===== src/gfpc_pkg.sv =====
// Package for the gated frequency/period counter: register map, field layout,
// reset values, timing counts and shared types.
// Assumes a single 25 MHz reference clock and word-indexed register addresses.
package gfpc_pkg;

   // Widths
   localparam int ADDR_W = 8;
   localparam int DATA_W = 32;
   localparam int DIGITS = 8;
   localparam int GCNT_W = 24;

   // Register addresses
   localparam logic [7:0] ADDR_CTRL = 8'h00;
   localparam logic [7:0] ADDR_GATE = 8'h01;
   localparam logic [7:0] ADDR_PRESC = 8'h02;
   localparam logic [7:0] ADDR_NORM = 8'h03;
   localparam logic [7:0] ADDR_PRESET = 8'h04;
   localparam logic [7:0] ADDR_RAW = 8'h05;
   localparam logic [7:0] ADDR_RESULT = 8'h06;
   localparam logic [7:0] ADDR_INT_STAT = 8'h07;
   localparam logic [7:0] ADDR_INT_CLR = 8'h08;
   localparam logic [7:0] ADDR_INT_EN = 8'h09;
   localparam logic [7:0] ADDR_STATE = 8'h0A;

   // Field layout
   localparam int CTRL_W = 6;
   localparam int INT_W = 2;
   localparam int INT_DONE_BIT = 0;
   localparam int INT_OVER_BIT = 1;
   localparam int NORM_FRAC = 8;

   // Reset values
   localparam logic [CTRL_W-1:0] CTRL_RST = 6'h00;
   localparam logic [15:0] GATE_RST = 16'h03E8;
   localparam logic [7:0] PRESC_RST = 8'h01;
   localparam logic [15:0] NORM_RST = 16'h0100;
   localparam logic [31:0] PRESET_RST = 32'hFFFFFFFF;

   // Averaging counts, decade steps
   localparam logic [GCNT_W-1:0] AVG_N0 = 24'h000001;
   localparam logic [GCNT_W-1:0] AVG_N1 = 24'h00000A;
   localparam logic [GCNT_W-1:0] AVG_N2 = 24'h000064;
   localparam logic [GCNT_W-1:0] AVG_N3 = 24'h0003E8;

   // Time base tick
   localparam int REF_CLK_NS = 40;
   localparam int TB_TICK_NS = 1000;
   localparam int TB_TICK_CYC = (TB_TICK_NS / REF_CLK_NS < 1) ? 1 : TB_TICK_NS / REF_CLK_NS;
   localparam int TB_CNT_W = 5;
   localparam logic [TB_CNT_W-1:0] TB_LAST = 5'(TB_TICK_CYC - 1);

   typedef struct packed {
      logic wr;
      logic rd;
      logic [ADDR_W-1:0] addr;
      logic [DATA_W-1:0] wdata;
   } gfpc_bus_req_t;

   typedef struct packed {
      logic [1:0] avg_exp;
      logic preset_en;
      logic norm_en;
      logic mode;
      logic run;
   } gfpc_ctrl_t;

   typedef enum logic [1:0] {ST_IDLE, ST_ARM, ST_OPEN, ST_DONE} gfpc_state_t;

endpackage


===== src/gfpc_decade_counter_stage.sv =====
// One decimal decade counter stage of the accumulation chain.
// Assumes clear and increment come from logic on the same clock.
`timescale 1ns/10ps
module gfpc_decade_counter_stage (
   // Clock and reset
   input wire logic ref_clk,
   input wire logic reset_n,
   // Control
   input wire logic clr,
   input wire logic inc,
   // Digit and carry
   output logic [3:0] digit_q,
   output logic carry
);
   logic [3:0] digit_d;

   always_comb begin
      carry = inc && (digit_q == 4'h9);
      digit_d = digit_q;
      if (clr) begin
         digit_d = 4'h0;
      end else if (carry) begin
         digit_d = 4'h0;
      end else if (inc) begin
         digit_d = digit_q + 4'h1;
      end
   end

   always_ff @(posedge ref_clk or negedge reset_n) begin
      if (!reset_n) begin
         digit_q <= 4'h0;
      end else begin
         digit_q <= digit_d;
      end
   end
endmodule // gfpc_decade_counter_stage


===== src/gfpc_top.sv =====
// Gated frequency/period counter with decade chain, prescaler, averaging,
// normalizing, preset compare and a plain register port.
// Assumes sig_in is asynchronous to ref_clk; bus master is on ref_clk.
// How it works
// Frequency mode: one count per conditioned input cycle while the gate is open.
// Period mode: count clock pulses; the input edges open and close the gate.
// Counts accumulate in cascaded decade stages, each carrying into the next.
// Averaging holds the gate over n periods, n in decades, result divided by n; in frequency mode the count is divided by n but the gate is not held longer.
// Prescale by n divides the input and stretches the gate time by n; the code applies it in frequency mode only, period mode ignores it.
// Normalizing shows the result times a user constant, multiplied digitally.
// Preset output asserts when the shown result exceeds the preset number.
// Preset compare acts on the normalized result when both are enabled.
// Compare and result latch happen once per finished gate, never mid-count.
`timescale 1ns/10ps
module gfpc_top (
   // Clock and reset
   input wire logic ref_clk,
   input wire logic reset_n,
   // Register port
   input gfpc_pkg::gfpc_bus_req_t bus_req,
   output logic [gfpc_pkg::DATA_W-1:0] rd_data_q,
   // Measured signal
   input wire logic sig_in,
   // Outputs
   output logic gate_open_q,
   output logic preset_out_q,
   output logic irq_q
);
   import gfpc_pkg::*;

   gfpc_ctrl_t ctrl_q, ctrl_d;
   logic [15:0] gate_q, gate_d;
   logic [7:0] presc_q, presc_d;
   logic [15:0] norm_q, norm_d;
   logic [31:0] preset_q, preset_d;
   logic [INT_W-1:0] int_en_q, int_en_d, status_q, status_d;
   gfpc_state_t st_q, st_d;
   logic [GCNT_W-1:0] gcnt_q, gcnt_d;
   logic [TB_CNT_W-1:0] tb_q, tb_d;
   logic [7:0] pre_q, pre_d;
   logic [31:0] raw_q, raw_d, result_q, result_d;
   logic gate_open_d, preset_out_d, irq_d;
   logic [DATA_W-1:0] rd_data_d;
   logic sig_meta_q, sig_sync_q, sig_prev_q;

   logic in_edge, tb_tick, pre_pulse, chain_clr, chain_inc;
   logic [7:0] presc_eff;
   logic [15:0] gate_eff;
   logic [GCNT_W-1:0] avg_n, gate_len;
   logic [DIGITS*4-1:0] chain_bcd, avg_bcd;
   logic [DIGITS:0] carry_in;
   logic [31:0] bin_val, norm_val, disp_val;
   logic [47:0] prod;
   logic over;

   // Input synchroniser and edge detect
   always_ff @(posedge ref_clk or negedge reset_n) begin
      if (!reset_n) begin
         sig_meta_q <= 1'b0;
         sig_sync_q <= 1'b0;
         sig_prev_q <= 1'b0;
      end else begin
         sig_meta_q <= sig_in;
         sig_sync_q <= sig_meta_q;
         sig_prev_q <= sig_sync_q;
      end
   end
   assign in_edge = sig_sync_q && !sig_prev_q;

   // Decade counter chain
   assign carry_in[0] = chain_inc;
   genvar gi;
   generate
      for (gi = 0; gi < DIGITS; gi++) begin : g_dec
         gfpc_decade_counter_stage u_stage (
            .ref_clk(ref_clk),
            .reset_n(reset_n),
            .clr(chain_clr),
            .inc(carry_in[gi]),
            .digit_q(chain_bcd[gi*4 +: 4]),
            .carry(carry_in[gi+1])
         );
      end
   endgenerate

   function automatic logic [31:0] bcd2bin(input logic [DIGITS*4-1:0] bcd);
      logic [31:0] acc;
      acc = 32'h0;
      for (int i = DIGITS - 1; i >= 0; i--) begin
         acc = 32'((acc * 32'd10) + {28'h0, bcd[i*4 +: 4]});
      end
      return acc;
   endfunction

   // Result path
   always_comb begin
      presc_eff = (presc_q == 8'h00) ? 8'h01 : presc_q;
      gate_eff = (gate_q == 16'h0000) ? 16'h0001 : gate_q;
      gate_len = GCNT_W'(gate_eff * presc_eff);
      unique case (ctrl_q.avg_exp)
         2'd0: avg_n = AVG_N0;
         2'd1: avg_n = AVG_N1;
         2'd2: avg_n = AVG_N2;
         2'd3: avg_n = AVG_N3;
      endcase
      avg_bcd = chain_bcd >> {ctrl_q.avg_exp, 2'b00};
      bin_val = bcd2bin(avg_bcd);
      prod = bin_val * norm_q;
      norm_val = (|prod[47:32+NORM_FRAC]) ? 32'hFFFFFFFF : prod[NORM_FRAC +: 32];
      disp_val = ctrl_q.norm_en ? norm_val : bin_val;
      over = ctrl_q.preset_en && (disp_val > preset_q);
   end

   assign tb_tick = (tb_q == TB_LAST);
   assign pre_pulse = in_edge && (pre_q == presc_eff - 8'h01);
   assign chain_clr = (st_q == ST_IDLE) && ctrl_q.run;
   assign chain_inc = (st_q == ST_OPEN) && (ctrl_q.mode ? 1'b1 : pre_pulse);

   // Control, measurement and registers
   always_comb begin
      ctrl_d = ctrl_q;
      gate_d = gate_q;
      presc_d = presc_q;
      norm_d = norm_q;
      preset_d = preset_q;
      int_en_d = int_en_q;
      status_d = status_q;
      st_d = st_q;
      gcnt_d = gcnt_q;
      raw_d = raw_q;
      result_d = result_q;
      preset_out_d = preset_out_q;
      tb_d = tb_tick ? '0 : tb_q + 5'h01;
      pre_d = pre_q;
      if (st_q != ST_OPEN) begin
         pre_d = 8'h00;
      end else if (in_edge) begin
         pre_d = pre_pulse ? 8'h00 : pre_q + 8'h01;
      end
      unique case (st_q)
         ST_IDLE: begin
            if (ctrl_q.run) begin
               st_d = ST_ARM;
            end
         end
         ST_ARM: begin
            if (!ctrl_q.run) begin
               st_d = ST_IDLE;
            end else if (ctrl_q.mode && in_edge) begin
               st_d = ST_OPEN;
               gcnt_d = avg_n;
            end else if (!ctrl_q.mode && tb_tick) begin
               st_d = ST_OPEN;
               gcnt_d = gate_len;
            end
         end
         ST_OPEN: begin
            if (!ctrl_q.run) begin
               st_d = ST_IDLE;
            end else if (ctrl_q.mode ? in_edge : tb_tick) begin
               if (gcnt_q == 24'h000001) begin
                  st_d = ST_DONE;
               end else begin
                  gcnt_d = gcnt_q - 24'h000001;
               end
            end
         end
         ST_DONE: begin
            raw_d = avg_bcd;
            result_d = disp_val;
            preset_out_d = over;
            status_d[INT_DONE_BIT] = 1'b1;
            status_d[INT_OVER_BIT] = status_q[INT_OVER_BIT] | over;
            st_d = ST_IDLE;
         end
      endcase
      if (bus_req.wr) begin
         unique case (bus_req.addr)
            ADDR_CTRL: ctrl_d = bus_req.wdata[CTRL_W-1:0];
            ADDR_GATE: gate_d = bus_req.wdata[15:0];
            ADDR_PRESC: presc_d = bus_req.wdata[7:0];
            ADDR_NORM: norm_d = bus_req.wdata[15:0];
            ADDR_PRESET: preset_d = bus_req.wdata;
            ADDR_INT_EN: int_en_d = bus_req.wdata[INT_W-1:0];
            ADDR_INT_CLR: status_d = status_q & ~bus_req.wdata[INT_W-1:0];
            default: ;
         endcase
         if (bus_req.addr == ADDR_INT_CLR && st_q == ST_DONE) begin
            status_d[INT_DONE_BIT] = 1'b1;
            status_d[INT_OVER_BIT] = status_d[INT_OVER_BIT] | over;
         end
      end
      gate_open_d = (st_d == ST_OPEN);
      irq_d = |(status_q & int_en_q);
      rd_data_d = '0;
      if (bus_req.rd) begin
         unique case (bus_req.addr)
            ADDR_CTRL: rd_data_d = {26'h0, ctrl_q};
            ADDR_GATE: rd_data_d = {16'h0, gate_q};
            ADDR_PRESC: rd_data_d = {24'h0, presc_q};
            ADDR_NORM: rd_data_d = {16'h0, norm_q};
            ADDR_PRESET: rd_data_d = preset_q;
            ADDR_RAW: rd_data_d = raw_q;
            ADDR_RESULT: rd_data_d = result_q;
            ADDR_INT_STAT: rd_data_d = {30'h0, status_q};
            ADDR_INT_EN: rd_data_d = {30'h0, int_en_q};
            ADDR_STATE: rd_data_d = {28'h0, st_q, preset_out_q, gate_open_q};
            default: rd_data_d = '0;
         endcase
      end
   end

   always_ff @(posedge ref_clk or negedge reset_n) begin
      if (!reset_n) begin
         ctrl_q <= CTRL_RST;
         gate_q <= GATE_RST;
         presc_q <= PRESC_RST;
         norm_q <= NORM_RST;
         preset_q <= PRESET_RST;
         int_en_q <= '0;
         status_q <= '0;
         st_q <= ST_IDLE;
         gcnt_q <= '0;
         tb_q <= '0;
         pre_q <= 8'h00;
         raw_q <= 32'h0;
         result_q <= 32'h0;
         gate_open_q <= 1'b0;
         preset_out_q <= 1'b0;
         irq_q <= 1'b0;
         rd_data_q <= '0;
      end else begin
         ctrl_q <= ctrl_d;
         gate_q <= gate_d;
         presc_q <= presc_d;
         norm_q <= norm_d;
         preset_q <= preset_d;
         int_en_q <= int_en_d;
         status_q <= status_d;
         st_q <= st_d;
         gcnt_q <= gcnt_d;
         tb_q <= tb_d;
         pre_q <= pre_d;
         raw_q <= raw_d;
         result_q <= result_d;
         gate_open_q <= gate_open_d;
         preset_out_q <= preset_out_d;
         irq_q <= irq_d;
         rd_data_q <= rd_data_d;
      end
   end

   // Checks
   AST_FREQ_COUNT: assert property (@(posedge ref_clk) disable iff (!reset_n)
      (st_q == ST_OPEN && !ctrl_q.mode && pre_pulse && chain_bcd[3:0] != 4'h9)
      |=> chain_bcd[3:0] == $past(chain_bcd[3:0]) + 4'h1)
      else $error("frequency count did not advance");
   AST_PERIOD_OPEN: assert property (@(posedge ref_clk) disable iff (!reset_n)
      (st_q == ST_ARM && ctrl_q.run && ctrl_q.mode && in_edge)
      |=> st_q == ST_OPEN ##1 gate_open_q)
      else $error("period gate did not open on input edge");
   AST_CARRY: assert property (@(posedge ref_clk) disable iff (!reset_n)
      (chain_inc && !chain_clr && chain_bcd[3:0] == 4'h9 && chain_bcd[7:4] != 4'h9)
      |=> chain_bcd[3:0] == 4'h0 && chain_bcd[7:4] == $past(chain_bcd[7:4]) + 4'h1)
      else $error("decade carry lost");
   AST_AVG: assert property (@(posedge ref_clk) disable iff (!reset_n)
      (st_q == ST_DONE && ctrl_q.avg_exp == 2'd2)
      |=> raw_q == ($past(chain_bcd) >> 8))
      else $error("averaged result not divided by n");
   AST_PRESC_GATE: assert property (@(posedge ref_clk) disable iff (!reset_n)
      (st_q == ST_ARM && ctrl_q.run && !ctrl_q.mode && tb_tick)
      |=> gcnt_q == GCNT_W'($past(gate_eff) * $past(presc_eff)))
      else $error("gate time not stretched by prescale");
   AST_NORM: assert property (@(posedge ref_clk) disable iff (!reset_n)
      (st_q == ST_DONE && ctrl_q.norm_en) |=> result_q == $past(norm_val))
      else $error("normalized result wrong");
   AST_PRESET: assert property (@(posedge ref_clk) disable iff (!reset_n)
      (st_q == ST_DONE && ctrl_q.preset_en && disp_val > preset_q) |=> preset_out_q)
      else $error("preset output missed");
   AST_PRESET_NORM: assert property (@(posedge ref_clk) disable iff (!reset_n)
      (st_q == ST_DONE && ctrl_q.norm_en && ctrl_q.preset_en)
      |=> preset_out_q == ($past(norm_val) > $past(preset_q)))
      else $error("preset did not compare normalized value");
   AST_LATCH_DONE: assert property (@(posedge ref_clk) disable iff (!reset_n)
      (st_q != ST_DONE) |=> $stable(result_q) && $stable(preset_out_q))
      else $error("result changed outside gate end");
   AST_PERIOD_CLOSE: assert property (@(posedge ref_clk) disable iff (!reset_n)
      (st_q == ST_OPEN && ctrl_q.run && ctrl_q.mode && in_edge && gcnt_q == 24'h000001)
      |=> st_q == ST_DONE && !gate_open_q)
      else $error("period gate did not close after n periods");
   AST_CHAIN_HOLD: assert property (@(posedge ref_clk) disable iff (!reset_n)
      (!chain_inc && !chain_clr) |=> $stable(chain_bcd))
      else $error("decade chain moved with no count");
   AST_PRESET_OFF: assert property (@(posedge ref_clk) disable iff (!reset_n)
      (st_q == ST_DONE && !ctrl_q.preset_en) |=> !preset_out_q)
      else $error("preset output set while compare disabled");
   AST_DONE_SET: assert property (@(posedge ref_clk) disable iff (!reset_n)
      (st_q == ST_DONE) |=> status_q[INT_DONE_BIT])
      else $error("done status lost at gate end");

endmodule // gfpc_top


===== config.mk =====
export PLATFORM = sky130hd
export DESIGN_NAME = gfpc_top
export DESIGN_NICKNAME = d
export VERILOG_FILES = /design/src/gfpc_pkg.sv /design/src/gfpc_decade_counter_stage.sv /design/src/gfpc_top.sv
export SDC_FILE = /design/constraint.sdc
export NUM_CORES = 2
export LEC_CHECK = 0
export BUFFER_PORTS_ARGS = -buffer_cell sky130_fd_sc_hd__buf_2
export CAP_MARGIN = 20
export CORE_MARGIN = 3
export CORE_UTILIZATION = 35
export CTS_BUF_LIST = sky130_fd_sc_hd__clkbuf_2
export CTS_CLUSTER_DIAMETER = 80
export DETAILED_ROUTE_END_ITERATION = 12
export HOLD_SLACK_MARGIN = 0.12
export PLACE_DENSITY_LB_ADDON = 0.1
export SETUP_SLACK_MARGIN = 0.5
export SLEW_MARGIN = 40
export SYNTH_ARGS = -nofsm -noshare
export SYNTH_HDL_FRONTEND = slang
export SYNTH_SLANG_ARGS = --single-unit
export TNS_END_PERCENT = 20

===== constraint.sdc =====
create_clock -name ref_clk -period 52.5 [get_ports ref_clk]
set_input_delay 7.875 -clock ref_clk [delete_from_list [all_inputs] [get_ports ref_clk]]
set_output_delay 7.875 -clock ref_clk [all_outputs]
set_load 0.005 [all_outputs]

==> summary.txt <==
RUN STATUS
---------------------------------------------------------------------------------
Outcome ............................................................ finished, final reports clean

LAYOUT
---------------------------------------------------------------------------------
Most frequent cells in the layout .................................. 647 x inv_1, 617 x nand2_1, 515 x fa_1
Finished layout cell area ..........................................  45500 sq um
Most common cell after layout, fill and taps aside .................        inv_1
Area overhead of the layout relative to synthesis ..................        7.31%
Final nets .........................................................         5814
Cell Count, Final, Fillers Out .....................................         6465
Share of cells above drive strength 1 ..............................        11.2%

SYNTHESIS
---------------------------------------------------------------------------------
Post-Syn Instances .................................................         4764
Synthesized area per cell ..........................................   8.90 sq um
Most used flip-flop cell after synthesis ...........................      dfrtp_1
Sequential-to-total area share from yosys stat .....................        15.2%
Seq cells post-synth ...............................................          255
Number of library cell types mapped by synthesis ...................           98
Warning count from the yosys run ...................................            0
Post-synthesis async set-or-reset flop share .......................         100%
Cell area after synthesis ..........................................  42400 sq um
Count of flip-flops with a built-in enable after synthesis .........            0

DIE
---------------------------------------------------------------------------------
Std-Cell Core Area ................................................. 120000 sq um
Die Area ........................................................... 125000 sq um
Count of standard-cell rows ........................................          127
Initial core utilization ...........................................        35.3%
Total I/O pin count ................................................           80
Overall die width ..................................................       354 um
Overall die height .................................................       354 um

STA
---------------------------------------------------------------------------------
Sum Neg Setup Slack ................................................         0 ps
Final count of pins violating max slew .............................            0
RSZ-0062 raised after global routing ...............................           no
Worst Clk Skew .....................................................       113 ps
Pin slew with the least headroom to its limit ......................       898 ps
Achievable clock frequency .........................................     41.2 MHz
Post-route setup slack .............................................     28250 ps
Worst relative slew slack ..........................................        39.5%
Setup violations, final ............................................            0
Shortest clock period the worst path allows after layout ...........     24250 ps
Crit share post-route ..............................................        46.2%
Final Hold Violating Endpoints .....................................            0

POWER AND IR DROP
---------------------------------------------------------------------------------
Leakage Power ......................................................    0.0219 uW
Sequential group share of total power ..............................        22.6%
Combinational Power Share ..........................................        61.0%
Switch share .......................................................        51.4%
VDD IR-drop max ....................................................      18.5 uV
Clock power share ..................................................        16.4%
Int Pwr ............................................................       452 uW
Power Total ........................................................       928 uW
Power spent charging and discharging nets ..........................       477 uW
Power density normalized to cell area .............................. 20.4 nW/um^2

SETUP PATH
---------------------------------------------------------------------------------
Slowest library cell on the worst path .............................         fa_1
Critical path launch point .........................................    ctrl_q[5]
Most prevalent standard cell on the critical path ..................         ha_1
Critical Path Sink ................................................. preset_out_q
Register-to-register setup slack ...................................     28250 ps
Arrival time at the worst endpoint .................................     25140 ps
Kind of cell adding the most delay to the critical path ............  adder cells
Sort of element at the end of the critical path ....................     register
Reg-to-reg endpoint ................................................ preset_out_q
Element type at the critical path start ............................     register
Required time of the critical path .................................     53390 ps
Worst path bufs/invs ...............................................           12
Worst path depth ...................................................          104
Critical path class ................................................   reg -> reg
Largest stage delay, worst path ....................................       530 ps
Critical Path Fanout Max ...........................................           49
Depth of the worst register-to-register path .......................          104
Worst R2R Start ....................................................    ctrl_q[5]

CLOCKING
---------------------------------------------------------------------------------
Number of sinks driven by the clock tree ...........................          255
Master cell of the clock root buffer ...............................     clkbuf_2
Clock H-tree levels ................................................            3
Max clock buf depth ................................................            3
Buffer count from post-CTS setup fixing ............................            0
Clock transition at the registers of the reported paths ............       100 ps
Number of CTS-inserted buffers .....................................           73
Hold-fix buffer count after cts ....................................            0
Post-CTS Resized ...................................................            0
TritonCTS clock tree ...............................................        built
Clock latency of the later-clocked register in the worst-skew pair .      1020 ps

GLOBAL ROUTE
---------------------------------------------------------------------------------
All-layer global routing usage .....................................        20.9%
Global-route wire length before repair .............................       205 mm
Number of antenna violations at the first check in global routing ..           12
Total global routing overflow ......................................            0
Maximum number of pins on one net before global-route repair .......           76
Number of global-route vias before repair ..........................        34300

PLACE
---------------------------------------------------------------------------------
Quantity of I/O buffers inserted on ports ..........................           79
Post-detailed-placement half-perimeter wirelength ..................      98.5 mm
Worst setup slack after placement ..................................     28250 ps
Total cell area at the placement stage .............................  44800 sq um
Final weighted congestion of routability-driven global placement ...        0.844
Number of placed cells counting well taps ..........................         6330

ROUTING
---------------------------------------------------------------------------------
Via-per-instance ratio .............................................         5.16
Total number of vias ...............................................        33400
Met1 layer wirelength in the final routing .........................      61.6 mm
Avg WL per Cell ....................................................      20.1 um
Antenna Violating Nets Remaining ...................................            0
Total length of routed wires .......................................       130 mm
Initial DRT Pass Iterations ........................................            8
Total met3 wirelength after detailed routing .......................      6.87 mm
DR DRC count .......................................................            0
Initial DRC count ..................................................         2079
Metal2 WL ..........................................................      58.4 mm
Highest metal used .................................................         met5

RUN
---------------------------------------------------------------------------------
MaxCap Viol Count ..................................................            0

HOLD PATH
---------------------------------------------------------------------------------
Hold Crit Class ....................................................   reg -> reg

-- sequential cells by signal, indices dropped and copies added (netlist names), 2 cells and up --
| signal | flops |
|---|---|
| ctrl_q | 6 |
| g_dec.u_stage.digit_q | 32 |
| gate_q | 16 |
| gcnt_q | 24 |
| int_en_q | 2 |
| norm_q | 16 |
| pre_q | 8 |
| presc_q | 8 |
| preset_q | 32 |
| raw_q | 32 |
| rd_data_q | 32 |
| result_q | 32 |
| st_q | 2 |
| status_q | 2 |
| tb_q | 5 |
-- metal layers --
metal / track usage, % / vias up
met5: 0 / -
li1: - / 15900
met1: 30.2 / 16700
met3: 2.93 / 122
met2: 33.1 / 725
met4: 4.93 / 2
-- cells by family (layout without fill, tap and decap cells) --
logic type	after synthesis	after routing	synth area share, %
AND/OR/NAND/NOR	1478	1478	16.8
adder cells (fa/ha/maj)	976	976	37.9
buffers and inverters	845	926	7.54
AO/OA/AOI/OAI	761	761	12.0
XOR/XNOR	278	278	5.89
flip-flops	255	255	15.2
multiplexers	170	170	4.60
other	1	9	0.00885
-- cell usage after synthesis, drive strengths merged (11+ instances only) --
master | number | area share (%)
inv | 647 | 5.7
nor4 | 25 | 0.37
o211ai | 11 | 0.22
mux2 | 140 | 3.7
nand4 | 23 | 0.34
nor3 | 81 | 0.98
nor3b | 20 | 0.37
a222oi | 29 | 0.68
nand2b | 33 | 0.49
o31ai | 25 | 0.48
xor2 | 123 | 2.6
nor2b | 57 | 0.84
a211oi | 21 | 0.38
and2 | 241 | 3.6
nand3b | 12 | 0.21
o21ai | 165 | 2.0
ha | 461 | 14
o21bai | 25 | 0.44
xnor2 | 153 | 3.2
mux2i | 24 | 0.57
nor2 | 210 | 1.9
nand2 | 620 | 5.5
o22a | 35 | 0.74
buf | 15 | 0.19
a22oi | 28 | 0.50
nand3 | 72 | 0.85
or2 | 11 | 0.16
dfrtp | 215 | 13
o21a | 31 | 0.55
or3 | 16 | 0.25
and3 | 32 | 0.47
a31oi | 14 | 0.21
dfstp | 40 | 2.5
clkbuf | 183 | 1.6
a21oi | 201 | 2.4
fa | 515 | 24
a21o | 66 | 1.2
-- power by group through the flow --
stage | Sequential [uW] | Clock (uW) | Combinational [uW]
after global placement | 213 | 0 | 564
after floorplan | 206 | 0 | 364
final | 209 | 152 | 567
after detailed placement | 213 | 0 | 564
after CTS | 209 | 160 | 570
after global routing | 210 | 169 | 633
-- stage by stage --
| step | hold slack (ps) | utilization [%] |
|---|---|---|
| detailed placement | 343 | 37.3 |
| finish | 356 | 37.9 |
| floorplan | 331 | - |
| global placement | 337 | 37.2 |
| CTS | 387 | 37.8 |
| global route | 367 | 37.9 |
-- area by class of cell --
cell class,count,area [sq um]
Antenna cell,5,12.5
Clock buffer,118,591
Clock inverter,12,60.1
Fill cell,12500,74600
Inverter,647,2430
Multi-Input combinational cell,3667,33000
Sequential cell,255,6460
Tap cell,1612,2020
Timing Repair Buffer,149,966
-- worst min path at each step --
stage	startpoint	endpoint	slack (ps)	cells after the start
after floorplan	sig_meta_q	sig_sync_q	330	0
after detailed placement	sig_meta_q	sig_sync_q	340	0
after global routing	sig_meta_q	sig_sync_q	370	0
final	sig_meta_q	sig_sync_q	360	0
after global placement	sig_meta_q	sig_sync_q	340	0
after CTS	sig_meta_q	sig_sync_q	390	0
Note: power is estimated with default switching activity, not from simulation.
